File: config.mk
export PLATFORM = sky130hd
export DESIGN_NAME = ldbpc_top
export DESIGN_NICKNAME = d
export VERILOG_FILES = /design/src/logic/ldbpc_pkg.sv /design/src/logic/ldbpc_top.sv
export SDC_FILE = /design/constraint.sdc
export NUM_CORES = 1
export LEC_CHECK = 0
export BUFFER_PORTS_ARGS = -buffer_cell sky130_fd_sc_hd__buf_2
export CORE_UTILIZATION = 61
export DETAILED_ROUTE_END_ITERATION = 12
export PLACE_DENSITY = 0.81
export SLEW_MARGIN = 20
export SYNTH_ARGS = -nofsm -noshare
export SYNTH_HDL_FRONTEND = slang
export SYNTH_SLANG_ARGS = --single-unit
export TNS_END_PERCENT = 50
File: constraint.sdc
create_clock -name clk -period 5.15 [get_ports clk]
set_clock_uncertainty 0.05 [all_clocks]
set_input_delay 0.515 -clock clk [delete_from_list [all_inputs] [get_ports clk]]
set_output_delay 0.515 -clock clk [all_outputs]
set_load 0.03 [all_outputs]
File: src/logic/ldbpc_pkg.sv
// Shared constants and types of the LED driver boost and protection configuration bank
`default_nettype none

package ldbpc_pkg;

  // ----------------------------------------------------------------
  // Register offsets
  // ----------------------------------------------------------------
  localparam logic [7:0] SYNC_DIM_OFS     = 8'h6E;
  localparam logic [7:0] FAULT_MASK_OFS   = 8'h6F;
  localparam logic [7:0] CONV_CLK_OFS     = 8'h70;
  localparam logic [7:0] CONV_RAMP_OFS    = 8'h71;
  localparam logic [7:0] IRQ_STATUS_OFS   = 8'h78;
  localparam logic [7:0] IRQ_ENABLE_OFS   = 8'h79;
  localparam logic [7:0] IRQ_CLEAR_OFS    = 8'h7A;

  // ----------------------------------------------------------------
  // Writable bit masks and reset values
  // ----------------------------------------------------------------
  localparam logic [7:0] SYNC_DIM_WMASK   = 8'h1F;
  localparam logic [7:0] FAULT_MASK_WMASK = 8'hFF;
  localparam logic [7:0] CONV_CLK_WMASK   = 8'h3F;
  localparam logic [7:0] CONV_RAMP_WMASK  = 8'hFF;
  localparam logic [7:0] CFG_RESET        = 8'h00;
  localparam logic [4:0] IRQ_RESET        = 5'h00;

  // ----------------------------------------------------------------
  // Field positions
  // ----------------------------------------------------------------
  localparam int SYNC_TYPE_BIT   = 4;
  localparam int DIM_FREQ_LSB    = 0;
  localparam int BOOST_OV_MASK   = 7;
  localparam int BOOST_OC_MASK   = 6;
  localparam int IN_OV_MASK      = 5;
  localparam int IN_UV_MASK      = 4;
  localparam int UV_SEL_LSB      = 2;
  localparam int OV_SEL_LSB      = 0;
  localparam int RAMP_DELAY_BIT  = 5;
  localparam int CLK_SRC_BIT     = 4;
  localparam int ILIM_LSB        = 1;
  localparam int GATE_SUPPLY_BIT = 0;
  localparam int SPREAD_BIT      = 7;
  localparam int IND_LSB         = 5;
  localparam int SLOPE_LSB       = 3;
  localparam int FREQ_LSB        = 0;

  // Interrupt status bit positions
  localparam int EV_BOOST_OV = 0;
  localparam int EV_BOOST_OC = 1;
  localparam int EV_IN_OV    = 2;
  localparam int EV_IN_UV    = 3;
  localparam int EV_CLK_LOST = 4;

  // ----------------------------------------------------------------
  // Threshold codes, units of 0.1 V; zero means detection off
  // ----------------------------------------------------------------
  localparam logic [8:0] THR_OFF  = 9'h000;
  localparam logic [8:0] UV_3V0   = 9'h01E;
  localparam logic [8:0] UV_5V0   = 9'h032;
  localparam logic [8:0] UV_8V0   = 9'h050;
  localparam logic [8:0] OV_7V0   = 9'h046;
  localparam logic [8:0] OV_11V0  = 9'h06E;
  localparam logic [8:0] OV_22V5  = 9'h0E1;

  // Current limit in amps: code plus this base
  localparam logic [3:0] ILIM_BASE_A = 4'h2;

  // Ramp delay as a percentage of the switching period
  localparam logic [6:0] RAMP_DELAY_PCT = 7'h23;

  // ----------------------------------------------------------------
  // Timing
  // ----------------------------------------------------------------
  localparam int CLK_HZ             = 40_000_000;
  localparam int SS_MOD_MHZ         = 1_875_000;   // 1.875 kHz in mHz
  localparam int SS_STEPS           = 120;          // triangle steps per period
  localparam int SS_STEP_CYC        = (CLK_HZ / SS_STEPS) * 1000 / SS_MOD_MHZ;
  localparam logic [7:0] SS_STEP_LAST = 8'(SS_STEP_CYC - 1);
  localparam logic signed [6:0] SS_MAX = 7'sd30;   // +3.0 percent, 0.1 % units
  localparam logic [7:0] LOSS_NUM   = 8'h98;        // 1.52 periods = 152/100
  localparam logic [7:0] LOSS_DEN   = 8'h64;

  // State of the whole bank
  typedef struct packed {
    logic [7:0]        syncDim;
    logic [7:0]        faultMask;
    logic [7:0]        convClk;
    logic [7:0]        convRamp;
    logic [4:0]        irqEnable;
    logic [4:0]        irqStatus;
    logic [7:0]        rdData;
    logic              syncPrev;
    logic [15:0]       edgeCnt;
    logic [15:0]       period;
    logic              extLost;
    logic              faultPin;
    logic              recoveryReq;
    logic [7:0]        ssDiv;
    logic signed [6:0] ssVal;
    logic              ssUp;
  } ldbpc_state_t;

endpackage

`default_nettype wire

File: src/logic/ldbpc_top.sv
// Configuration bank, fault gating and converter clock supervision of the LED driver
//
// How it works
// - bit 4 picks line or frame sync
// - bits 3:0 set internal-oscillator dimming frequency
// - bit 7 hides boost overvoltage flag, pin
// - bit 6 blocks recovery on boost overcurrent
// - bit 5 blocks recovery on input overvoltage
// - bit 4 blocks recovery on input undervoltage
// - undervoltage code: off, 3, 5, 8 V
// - overvoltage code: off, 7, 11, 22.5 V
// - bit 5 delays current ramp 35%
// - bit 4 chooses internal or external clock
// - missing sync 1.52 periods falls back internally
// - current limit 2 A to 9 A
// - bit 0 picks charge pump gate supply
// - spread spectrum +-3% at 1.875 kHz
// - slope and inductor fields index ramp table
//
// Decided for this implementation: the address-and-strobe port.
`timescale 1ns/1ps
`default_nettype none

module ldbpc_top
  import ldbpc_pkg::*;
#(
  parameter logic [10:0] RAMP_MISSING_X10 = 11'h000  // Unprinted table cell
) (
  input  wire logic        clk,             // 40 MHz clock
  input  wire logic        arst_n,          // Asynchronous reset, active low
  input  wire logic [7:0]  regAddr,         // Register address
  input  wire logic [7:0]  regWrData,       // Register write data
  input  wire logic        regWr,           // Write strobe
  input  wire logic        regRd,           // Read strobe
  output logic      [7:0]  regRdData,       // Read data, cycle after strobe
  input  wire logic [8:0]  vinDeciV,        // Input voltage, 0.1 V units
  input  wire logic        boostOvDet,      // Boost overvoltage detected
  input  wire logic        boostOcDet,      // Boost overcurrent detected
  input  wire logic        dimIntOsc,       // Dimming clock is internal oscillator
  input  wire logic        convSyncIn,      // Converter sync pin
  output logic             syncFrameRate,   // 1 frame-rate sync, 0 line-rate
  output logic      [3:0]  dimmingFreqSel,  // Dimming frequency code
  output logic             dimmingFreqUse,  // Code is in force
  output logic      [8:0]  uvThreshDeciV,   // Undervoltage threshold, 0 off
  output logic      [8:0]  ovThreshDeciV,   // Overvoltage threshold, 0 off
  output logic             faultPin,        // Fault pin level
  output logic             recoveryReq,     // Enter fault recovery state
  output logic      [6:0]  rampDelayPct,    // Current ramp delay, % of period
  output logic             convClkExt,      // Converter runs on external clock
  output logic      [2:0]  convFreqSel,     // Internal switching frequency code
  output logic      [3:0]  currentLimitA,   // Peak current limit in amps
  output logic             gateSupplyPump,  // Gate driver from charge pump
  output logic signed [6:0] spreadDeciPct,  // Frequency offset, 0.1 % units
  output logic      [10:0] rampPeakX10,     // Ramp peak, tenths of table unit
  output logic             irq              // Level interrupt
);

  // ----------------------------------------------------------------
  // Helpers
  // ----------------------------------------------------------------

  // Undervoltage code to threshold
  function automatic logic [8:0] uv_decode(input logic [1:0] code);
    logic [8:0] v;
    v = THR_OFF;
    unique case (code)
      2'b00: v = THR_OFF;
      2'b01: v = UV_3V0;
      2'b10: v = UV_5V0;
      2'b11: v = UV_8V0;
    endcase
    return v;
  endfunction

  // Overvoltage code to threshold
  function automatic logic [8:0] ov_decode(input logic [1:0] code);
    logic [8:0] v;
    v = THR_OFF;
    unique case (code)
      2'b00: v = THR_OFF;
      2'b01: v = OV_7V0;
      2'b10: v = OV_11V0;
      2'b11: v = OV_22V5;
    endcase
    return v;
  endfunction

  // Ramp peak table, slope code by inductor code, tenths
  function automatic logic [10:0] ramp_lookup(input logic [1:0] slope,
                                              input logic [1:0] ind);
    logic [10:0] v;
    v = 11'h000;
    unique case ({slope, ind})
      4'h0: v = 11'h514;           // 130
      4'h1: v = 11'h28A;           // 65
      4'h2: v = 11'h154;           // 34
      4'h3: v = RAMP_MISSING_X10;
      4'h4: v = 11'h370;           // 88
      4'h5: v = 11'h1AE;           // 43
      4'h6: v = 11'h0E6;           // 23
      4'h7: v = 11'h0C8;           // 20
      4'h8: v = 11'h230;           // 56
      4'h9: v = 11'h118;           // 28
      4'hA: v = 11'h096;           // 15
      4'hB: v = 11'h096;           // 15
      4'hC: v = 11'h172;           // 37
      4'hD: v = 11'h0B4;           // 18
      4'hE: v = 11'h064;           // 10
      4'hF: v = 11'h055;           // 8.5
    endcase
    return v;
  endfunction

  // Masked write of a configuration byte
  function automatic logic [7:0] cfg_write(input logic [7:0] data,
                                           input logic [7:0] wmask);
    return data & wmask;
  endfunction

  // ----------------------------------------------------------------
  // State
  // ----------------------------------------------------------------
  ldbpc_state_t st_reg;
  ldbpc_state_t st_next;

  logic       uvFault;
  logic       ovFault;
  logic       syncEdge;
  logic       extSel;
  logic [4:0] events;
  logic [8:0] uvThr;
  logic [8:0] ovThr;
  logic [23:0] lostLhs;
  logic [23:0] lostRhs;

  // Threshold decoding and comparisons
  assign uvThr   = uv_decode(st_reg.faultMask[UV_SEL_LSB +: 2]);
  assign ovThr   = ov_decode(st_reg.faultMask[OV_SEL_LSB +: 2]);
  assign uvFault = (uvThr != THR_OFF) && (vinDeciV < uvThr);
  assign ovFault = (ovThr != THR_OFF) && (vinDeciV > ovThr);

  // Sync edge and loss test; period scaled to compare 1.52 periods
  assign syncEdge = convSyncIn && !st_reg.syncPrev;
  assign extSel   = st_reg.convClk[CLK_SRC_BIT];
  assign lostLhs  = 24'(st_reg.edgeCnt) * 24'(LOSS_DEN);
  assign lostRhs  = 24'(st_reg.period) * 24'(LOSS_NUM);

  // Events feeding the interrupt status; masked boost overvoltage is silent
  always_comb begin
    events              = '0;
    events[EV_BOOST_OV] = boostOvDet && !st_reg.faultMask[BOOST_OV_MASK];
    events[EV_BOOST_OC] = boostOcDet;
    events[EV_IN_OV]    = ovFault;
    events[EV_IN_UV]    = uvFault;
    events[EV_CLK_LOST] = extSel && !st_reg.extLost && (st_reg.period != '0)
                          && (lostLhs > lostRhs);
  end

  // ----------------------------------------------------------------
  // Next state
  // ----------------------------------------------------------------
  always_comb begin
    st_next        = st_reg;
    st_next.rdData = 8'h00;

    // Register writes; reserved bits are never stored
    if (regWr) begin
      unique case (regAddr)
        SYNC_DIM_OFS:   st_next.syncDim   = cfg_write(regWrData, SYNC_DIM_WMASK);
        FAULT_MASK_OFS: st_next.faultMask = cfg_write(regWrData, FAULT_MASK_WMASK);
        CONV_CLK_OFS:   st_next.convClk   = cfg_write(regWrData, CONV_CLK_WMASK);
        CONV_RAMP_OFS:  st_next.convRamp  = cfg_write(regWrData, CONV_RAMP_WMASK);
        IRQ_ENABLE_OFS: st_next.irqEnable = regWrData[4:0];
        IRQ_CLEAR_OFS:  st_next.irqStatus = st_reg.irqStatus & ~regWrData[4:0];
        default: ;
      endcase
    end

    // Sticky status; a new event wins over a clear in the same cycle
    st_next.irqStatus = st_next.irqStatus | events;

    // Read data for the next cycle; unmapped and write-only read zero
    if (regRd) begin
      unique case (regAddr)
        SYNC_DIM_OFS:   st_next.rdData = st_reg.syncDim;
        FAULT_MASK_OFS: st_next.rdData = st_reg.faultMask;
        CONV_CLK_OFS:   st_next.rdData = st_reg.convClk;
        CONV_RAMP_OFS:  st_next.rdData = st_reg.convRamp;
        IRQ_STATUS_OFS: st_next.rdData = {3'b000, st_reg.irqStatus};
        IRQ_ENABLE_OFS: st_next.rdData = {3'b000, st_reg.irqEnable};
        default:        st_next.rdData = 8'h00;
      endcase
    end

    // Fault pin follows the unmasked faults; recovery honours the masks
    st_next.faultPin    = events[EV_BOOST_OV] | boostOcDet | ovFault | uvFault;
    st_next.recoveryReq = (boostOcDet && !st_reg.faultMask[BOOST_OC_MASK])
                        | (ovFault    && !st_reg.faultMask[IN_OV_MASK])
                        | (uvFault    && !st_reg.faultMask[IN_UV_MASK]);

    // Sync period measurement; the count saturates rather than wraps
    st_next.syncPrev = convSyncIn;
    if (syncEdge) begin
      st_next.period  = st_reg.edgeCnt;
      st_next.edgeCnt = 16'h0001;
      st_next.extLost = 1'b0;
    end else if (st_reg.edgeCnt != 16'hFFFF) begin
      st_next.edgeCnt = st_reg.edgeCnt + 16'h0001;
    end
    if (events[EV_CLK_LOST]) begin
      st_next.extLost = 1'b1;
    end
    if (!extSel) begin
      st_next.extLost = 1'b0;
    end

    // Spread spectrum triangle; parks at centre when disabled
    if (!st_reg.convRamp[SPREAD_BIT]) begin
      st_next.ssDiv = 8'h00;
      st_next.ssVal = 7'sd0;
      st_next.ssUp  = 1'b1;
    end else if (st_reg.ssDiv == SS_STEP_LAST) begin
      st_next.ssDiv = 8'h00;
      if (st_reg.ssUp) begin
        st_next.ssVal = st_reg.ssVal + 7'sd1;
        st_next.ssUp  = (st_reg.ssVal + 7'sd1) != SS_MAX;
      end else begin
        st_next.ssVal = st_reg.ssVal - 7'sd1;
        st_next.ssUp  = (st_reg.ssVal - 7'sd1) == -SS_MAX;
      end
    end else begin
      st_next.ssDiv = st_reg.ssDiv + 8'h01;
    end
  end

  // ----------------------------------------------------------------
  // State register
  // ----------------------------------------------------------------
  always_ff @(posedge clk or negedge arst_n) begin
    if (!arst_n) begin
      st_reg.syncDim     <= CFG_RESET;
      st_reg.faultMask   <= CFG_RESET;
      st_reg.convClk     <= CFG_RESET;
      st_reg.convRamp    <= CFG_RESET;
      st_reg.irqEnable   <= IRQ_RESET;
      st_reg.irqStatus   <= IRQ_RESET;
      st_reg.rdData      <= 8'h00;
      st_reg.syncPrev    <= 1'b0;
      st_reg.edgeCnt     <= 16'h0000;
      st_reg.period      <= 16'h0000;
      st_reg.extLost     <= 1'b0;
      st_reg.faultPin    <= 1'b0;
      st_reg.recoveryReq <= 1'b0;
      st_reg.ssDiv       <= 8'h00;
      st_reg.ssVal       <= 7'sd0;
      st_reg.ssUp        <= 1'b1;
    end else begin
      st_reg <= st_next;
    end
  end

  // ----------------------------------------------------------------
  // Outputs
  // ----------------------------------------------------------------

  // Register bus and interrupt
  assign regRdData = st_reg.rdData;
  assign irq       = |(st_reg.irqStatus & st_reg.irqEnable);

  // Dimming control; the code matters only on the internal oscillator
  assign syncFrameRate  = st_reg.syncDim[SYNC_TYPE_BIT];
  assign dimmingFreqSel = st_reg.syncDim[DIM_FREQ_LSB +: 4];
  assign dimmingFreqUse = dimIntOsc;

  // Protection
  assign uvThreshDeciV = uvThr;
  assign ovThreshDeciV = ovThr;
  assign faultPin      = st_reg.faultPin;
  assign recoveryReq   = st_reg.recoveryReq;

  // Converter settings; the fallback keeps the internal frequency code live
  assign rampDelayPct   = st_reg.convClk[RAMP_DELAY_BIT] ? RAMP_DELAY_PCT : 7'h00;
  assign convClkExt     = extSel && !st_reg.extLost;
  assign convFreqSel    = st_reg.convRamp[FREQ_LSB +: 3];
  assign currentLimitA  = {1'b0, st_reg.convClk[ILIM_LSB +: 3]} + ILIM_BASE_A;
  assign gateSupplyPump = st_reg.convClk[GATE_SUPPLY_BIT];
  assign spreadDeciPct  = st_reg.ssVal;
  assign rampPeakX10    = ramp_lookup(st_reg.convRamp[SLOPE_LSB +: 2],
                                      st_reg.convRamp[IND_LSB +: 2]);

endmodule

`default_nettype wire

Word-level counts from Yosys, hierarchy flattened
Memory sizes are Yosys's and may differ from the RTL's.
Index checks and enable logic that the tools add are counted.
- $add $sub $neg: 5
- multiply operators: 2
- $lt $le $gt $ge: 3
- equality and inequality tests: 19
- multiplexer cells: 16
- bitwise gates (word level): 9
- reductions and logical operators: 28
- operators with widths (kind ; count):
    $pmux W9 S4 ; 2
    $eq A8 B7 Y1 const B ; 7
    $mux W16 ; 3
    $pmux W8 S6 ; 1
    $mul A16 B5 Y21 const B ; 2
    $mux W8 ; 4
    $gt A23 B24 Y1 ; 1
    $reduce_bool A9 Y1 ; 2
    $add A16 B1 Y16 const B ; 1
    $ne A16 B16 Y1 const B ; 1
    $reduce_bool A16 Y1 ; 1
    $and A5 B5 Y5 ; 2
    $logic_and A1 B1 Y1 ; 10
    $mux W5 ; 2
    $reduce_and A2 Y1 ; 5
    $gt A9 B9 Y1 ; 1
    $lt A9 B9 Y1 ; 1
    $add A8 B1 Y8 const B ; 1
    $eq A2 B2 Y1 const B ; 4
    $eq A8 B8 Y1 const B ; 1
    $add A7 B2 Y7 const B ; 1
    $eq A7 B6 Y1 const B ; 1
    $ne A7 B6 Y1 const B ; 1
    $sub A7 B2 Y7 const B ; 1
    13 further kinds ; 26
- bits in registers: 97
- ROM bits: 176
- input bits: 33
- word-level logic and storage cells: 99
- memories: 1
- memory list (name ; depth ; width ; rd ports ; clocked after Yosys merged registers in ; wr ports ; RTL line ; text):
    (name not given) ; 16 ; 11 ; 1 ; 0 ; 0 ; ldbpc_top.sv:93 ; unique case ({slope, ind})

Longest topological paths before layout
- depth after elaboration: 7
- depth in mapped cells: 19
- mapped depth without buffers: 19

Worst setup path before layout
No wires, ideal clock.
- kind: reg2reg
- start point: register st_reg[41] (netlist bit)
- end point: register st_reg[18] (netlist bit)
- setup time: 0.133 ns
- arrival time: 4.108 ns
- data required time: 4.967 ns
- path slack: 0.860 ns
- stages on the path, launching flop included: 18
- path buffers: 0
- clock period less this slack: 4.290 ns
- path through: dfrtp_1 ha_1 ha_1 inv_1 fa_1 inv_1 ha_1 or3_4 o211ai_1 o211ai_1 a211oi_1 nor2_1 ha_1 a21o_1 a2111oi_0 o21bai_1 o31ai_1 o21ai_0
- cells in the longest elaborated chain, start to end: 5
- elaborated cells between the ends (all ways): 6
- RTL lines (item ; RTL line ; text):
    start: declaration ; ldbpc_top.sv:123 ; ldbpc_state_t st_reg;
    start signal: assignment ; ldbpc_top.sv:258 ; st_reg <= st_next;
    $mul A16 B5 Y21 * ; ldbpc_top.sv:145 ; assign lostLhs = 24'(st_reg.edgeCnt) * 24'(LOSS_DEN);
    $gt A23 B24 Y1 * ; ldbpc_top.sv:156 ; && (lostLhs > lostRhs);
    $logic_and A1 B1 Y1 * ; ldbpc_top.sv:156 ;
    $mux W1 ; ldbpc_top.sv:210 ; if (events[EV_CLK_LOST]) begin
    $mux W1 ; ldbpc_top.sv:213 ; if (!extSel) begin
Mark *: on every way between the ends. The rest lies on a longest branch, timed or not.
A chain may end at the register's enable or synchronous reset.

Worst setup path after layout
- start point: register st_reg[38] (netlist bit)
- end point: register st_reg[18] (netlist bit)
The elaborated chain is that of the path after synthesis.

==> impl_metrics.toml <==
[run_status]
status = "finished, final reports clean"

[clock_network]
htreeDepth = 3
cts_hold_buffers = 0
clockRootBuffer = "clkbuf_16"
cts_setup_buffers = 0
cts_tree = "yes"
cts_resized = 0
numCtsBuffers = 9
clock_sinks = 97
clock_latency_ns = 0.36
clock_path_buffers = 2
path_clk_slew_ns = 0.07

[detailed_routing]
drtAntennaViolNets = 0
routedWlPerCell_um = 16.2
post_drt_via_cell_ratio = 5.70
drtIter0Drc = 428
wirelength_mm = 20.1
via_count = 7084
firstDrtPassIters = 5
drc = 0

[critical_path]
worst_path_largest_cell_delay_ns = 0.49
crit_path_max_fanout = 5
critPathKind = "flip-flop to flip-flop"
end_kind = "flip-flop"
cp.required_ns = 5.33
crit_family = "compound AO/OA/AOI/OAI gates"
slowest_stage = "fa_1"
cp.buffers_inverters = 2
crit_arrival_ns = 4.90
worstPathCellList = "ha_1 > ha_1 > inv_1 > fa_1 > inv_1 > ha_1 > o21ai_0 > o21ai_0 > o211ai_1 > o21a_1 > a21oi_1 > nor2_1 > ha_1 > a21o_1 > a2111oi_0 > o21bai_1 > o31ai_1 > o21ai_0"
timing.critical_path.mode_cell = "ha_1"
critPathLaunchType = "flip-flop"

[yosys]
yosys.area_share.adder_pct = 24.8
syn-cell-area_sq_um = 9130
ys_warn_count = 0
synth_edf_count = 0
ys_dominant_reg_cell = "dfrtp_1"
synth_simple_gate_area_share_pct = 14.2
synthCells = 1004
seq_area_frac_synth_pct = 26.6
synthArstFlopShare_pct = 100
yosys.cell_types.count = 77
synth_top_area_share_pct = 26.3
synth_top_family_by_area = "adder cells"
syn_avg_cell_area_sq_um = 9.09
ys_ff_latch = 97
synth_compound_area_share_pct = 12.8
synth_mux_area_share_pct = 5.99
yosys-top-cells-area = "dfrtp_1, ha_1, inv_1"
yosys.area_share.xor_xnor_pct = 5.28
synth.largest_area_cell = "dfrtp_1"

[power_and_ir_drop]
swShare_pct = 37.1
p_clk_share_pct = 28.5
powerDensity_nw_per_um2 = 257
internal-power_mw = 1.57
peakVddDrop_v = 0.000246
p_seq_share_pct = 34.4
p_switching_uw = 929
p_leak_nw = 5.22
p_comb_share_pct = 37.1

[global_routing]
grt_overflow = 0
first_global_vias = 6951
antenna_found_initial = 0
grt_usage_pct = 27.1
grt_pass1_wl_mm = 33.6
grt_max_degree = 57

[layout]
drive_gt1_share_pct = 14.7
final_cells = 1242
mostFrequentLayoutCell = "ha_1"
syn2layout_area_growth_pct = 6.94
largest_reg_flops = 70
diodes = 0
layout_common_cells = "ha_1, inv_1, dfrtp_1"
nets = 1253

[sta]
fin_setup_tns_ns = 0
timing.final.crit_period_ns = 4.72
rsz0062_at_grt = "false"
drv_slew = 0
slew_headroom_pct = 29.3
clock.fmax_ghz = 0.212
min_period_over_period_pct = 91.6
setup_violations = 0
finalHoldViolCount = 0
tightest_slew_ns = 1.05

[floorplanning]
core_region_area_sq_um = 14600
row_count = 44
die-width_um = 124
start_util_pct = 62.6
die-area_sq_um = 15500
chipHeight_um = 124
design.portCount = 102

[min_path]
min_path_type = "primary input to async pin"

[placement]
place_inst = 1226
hpwl_mm = 15.8
gp_congestion = 0.873
io_buffers = 90

[job]
maxCapViolations = 0
-- metrics by stage --
| stage | instance area [sq um] | setup slack, ns | util (%) | hold slack [ns] | power [mW] |
|---|---|---|---|---|---|
| final | 9760 | 0.432 | 66.9 | 0.154 | 2.50 |
| after global placement | 9450 | 0.529 | 64.8 | 0.438 | 1.75 |
| after global routing | 9760 | 0.0718 | 66.9 | 0.211 | 2.67 |
| after CTS | 9760 | 0.446 | 66.9 | 0.183 | 2.52 |
| after floorplan | 9160 | 0.860 | - | 0.169 | 1.54 |
| after detailed placement | 9450 | 0.461 | 64.8 | 0.445 | 1.79 |
-- cells by family after synthesis --
| logic type | Yosys count |
|---|---|
| AND/OR/NAND/NOR | 253 |
| buffers and inverters | 205 |
| AO/OA/AOI/OAI | 182 |
| adder cells (fa/ha/maj) | 167 |
| flip-flops | 97 |
| XOR/XNOR | 55 |
| multiplexers | 44 |
| other | 1 |
-- cells in the mapped netlist, types with 7 or more instances --
master and count:
o21a_1 7, clkbuf_1 16, o21ai_0 59, buf_4 40, nand4_1 9, nand2b_1 16, nand2_1 77, nor2_1 54
xnor2_1 34, o22ai_1 8, mux2_2 25, mux2i_1 13, fa_1 23, dfrtp_1 96, and3_1 8, a21oi_1 34
a211oi_1 11, nand3_1 20, xor2_1 21, ha_1 144, inv_1 142, and2_1 14, a21o_1 18, nor3_1 9
-- worst paths after layout --
check / startpoint / to / slack (ns) / cells after the start
max: st_reg[38] / st_reg[18] / 0.43 / 18
min: arst_n / st_reg[88] / 0.15 / 1
max reg2reg: st_reg[38] / st_reg[18] / 0.43 / 18
min reg2reg: st_reg[8] / st_reg[8] / 0.47 / 1
max in group asynchronous: arst_n / st_reg[47] / 3.86 / 2
min in group clk: convSyncIn / st_reg[51] / 0.25 / 1
-- layout make-up --
type | count | area [sq um]
sequential | 97 | 2430
inverter | 143 | 537
tap | 184 | 230
multi-input combinational | 710 | 5790
clock inverter | 6 | 71.3
clock buffer | 10 | 239
fill | 1156 | 4830
timing repair buffer | 92 | 468
-- power by group through the flow --
stage	combinational [mW]	sequential [mW]	clock, mW
floorplan	0.685	0.857	0
global placement	0.880	0.873	0
detailed placement	0.911	0.876	0
CTS	0.928	0.861	0.727
global route	1.04	0.869	0.762
finish	0.929	0.862	0.713
-- layer usage --
metal | routed length (um) | vias up | track usage (%) | share of wire (%)
li1 | - | 3478 | - | -
met1 | 9000 | 3392 | 35.2 | 45
met2 | 9760 | 188 | 45.3 | 49
met3 | 806 | 26 | 4.94 | 4.0
met4 | 517 | 0 | 9.28 | 2.6
met5 | 0 | - | 0 | 0
No activity file was read; power rests on OpenSTA's default activity.
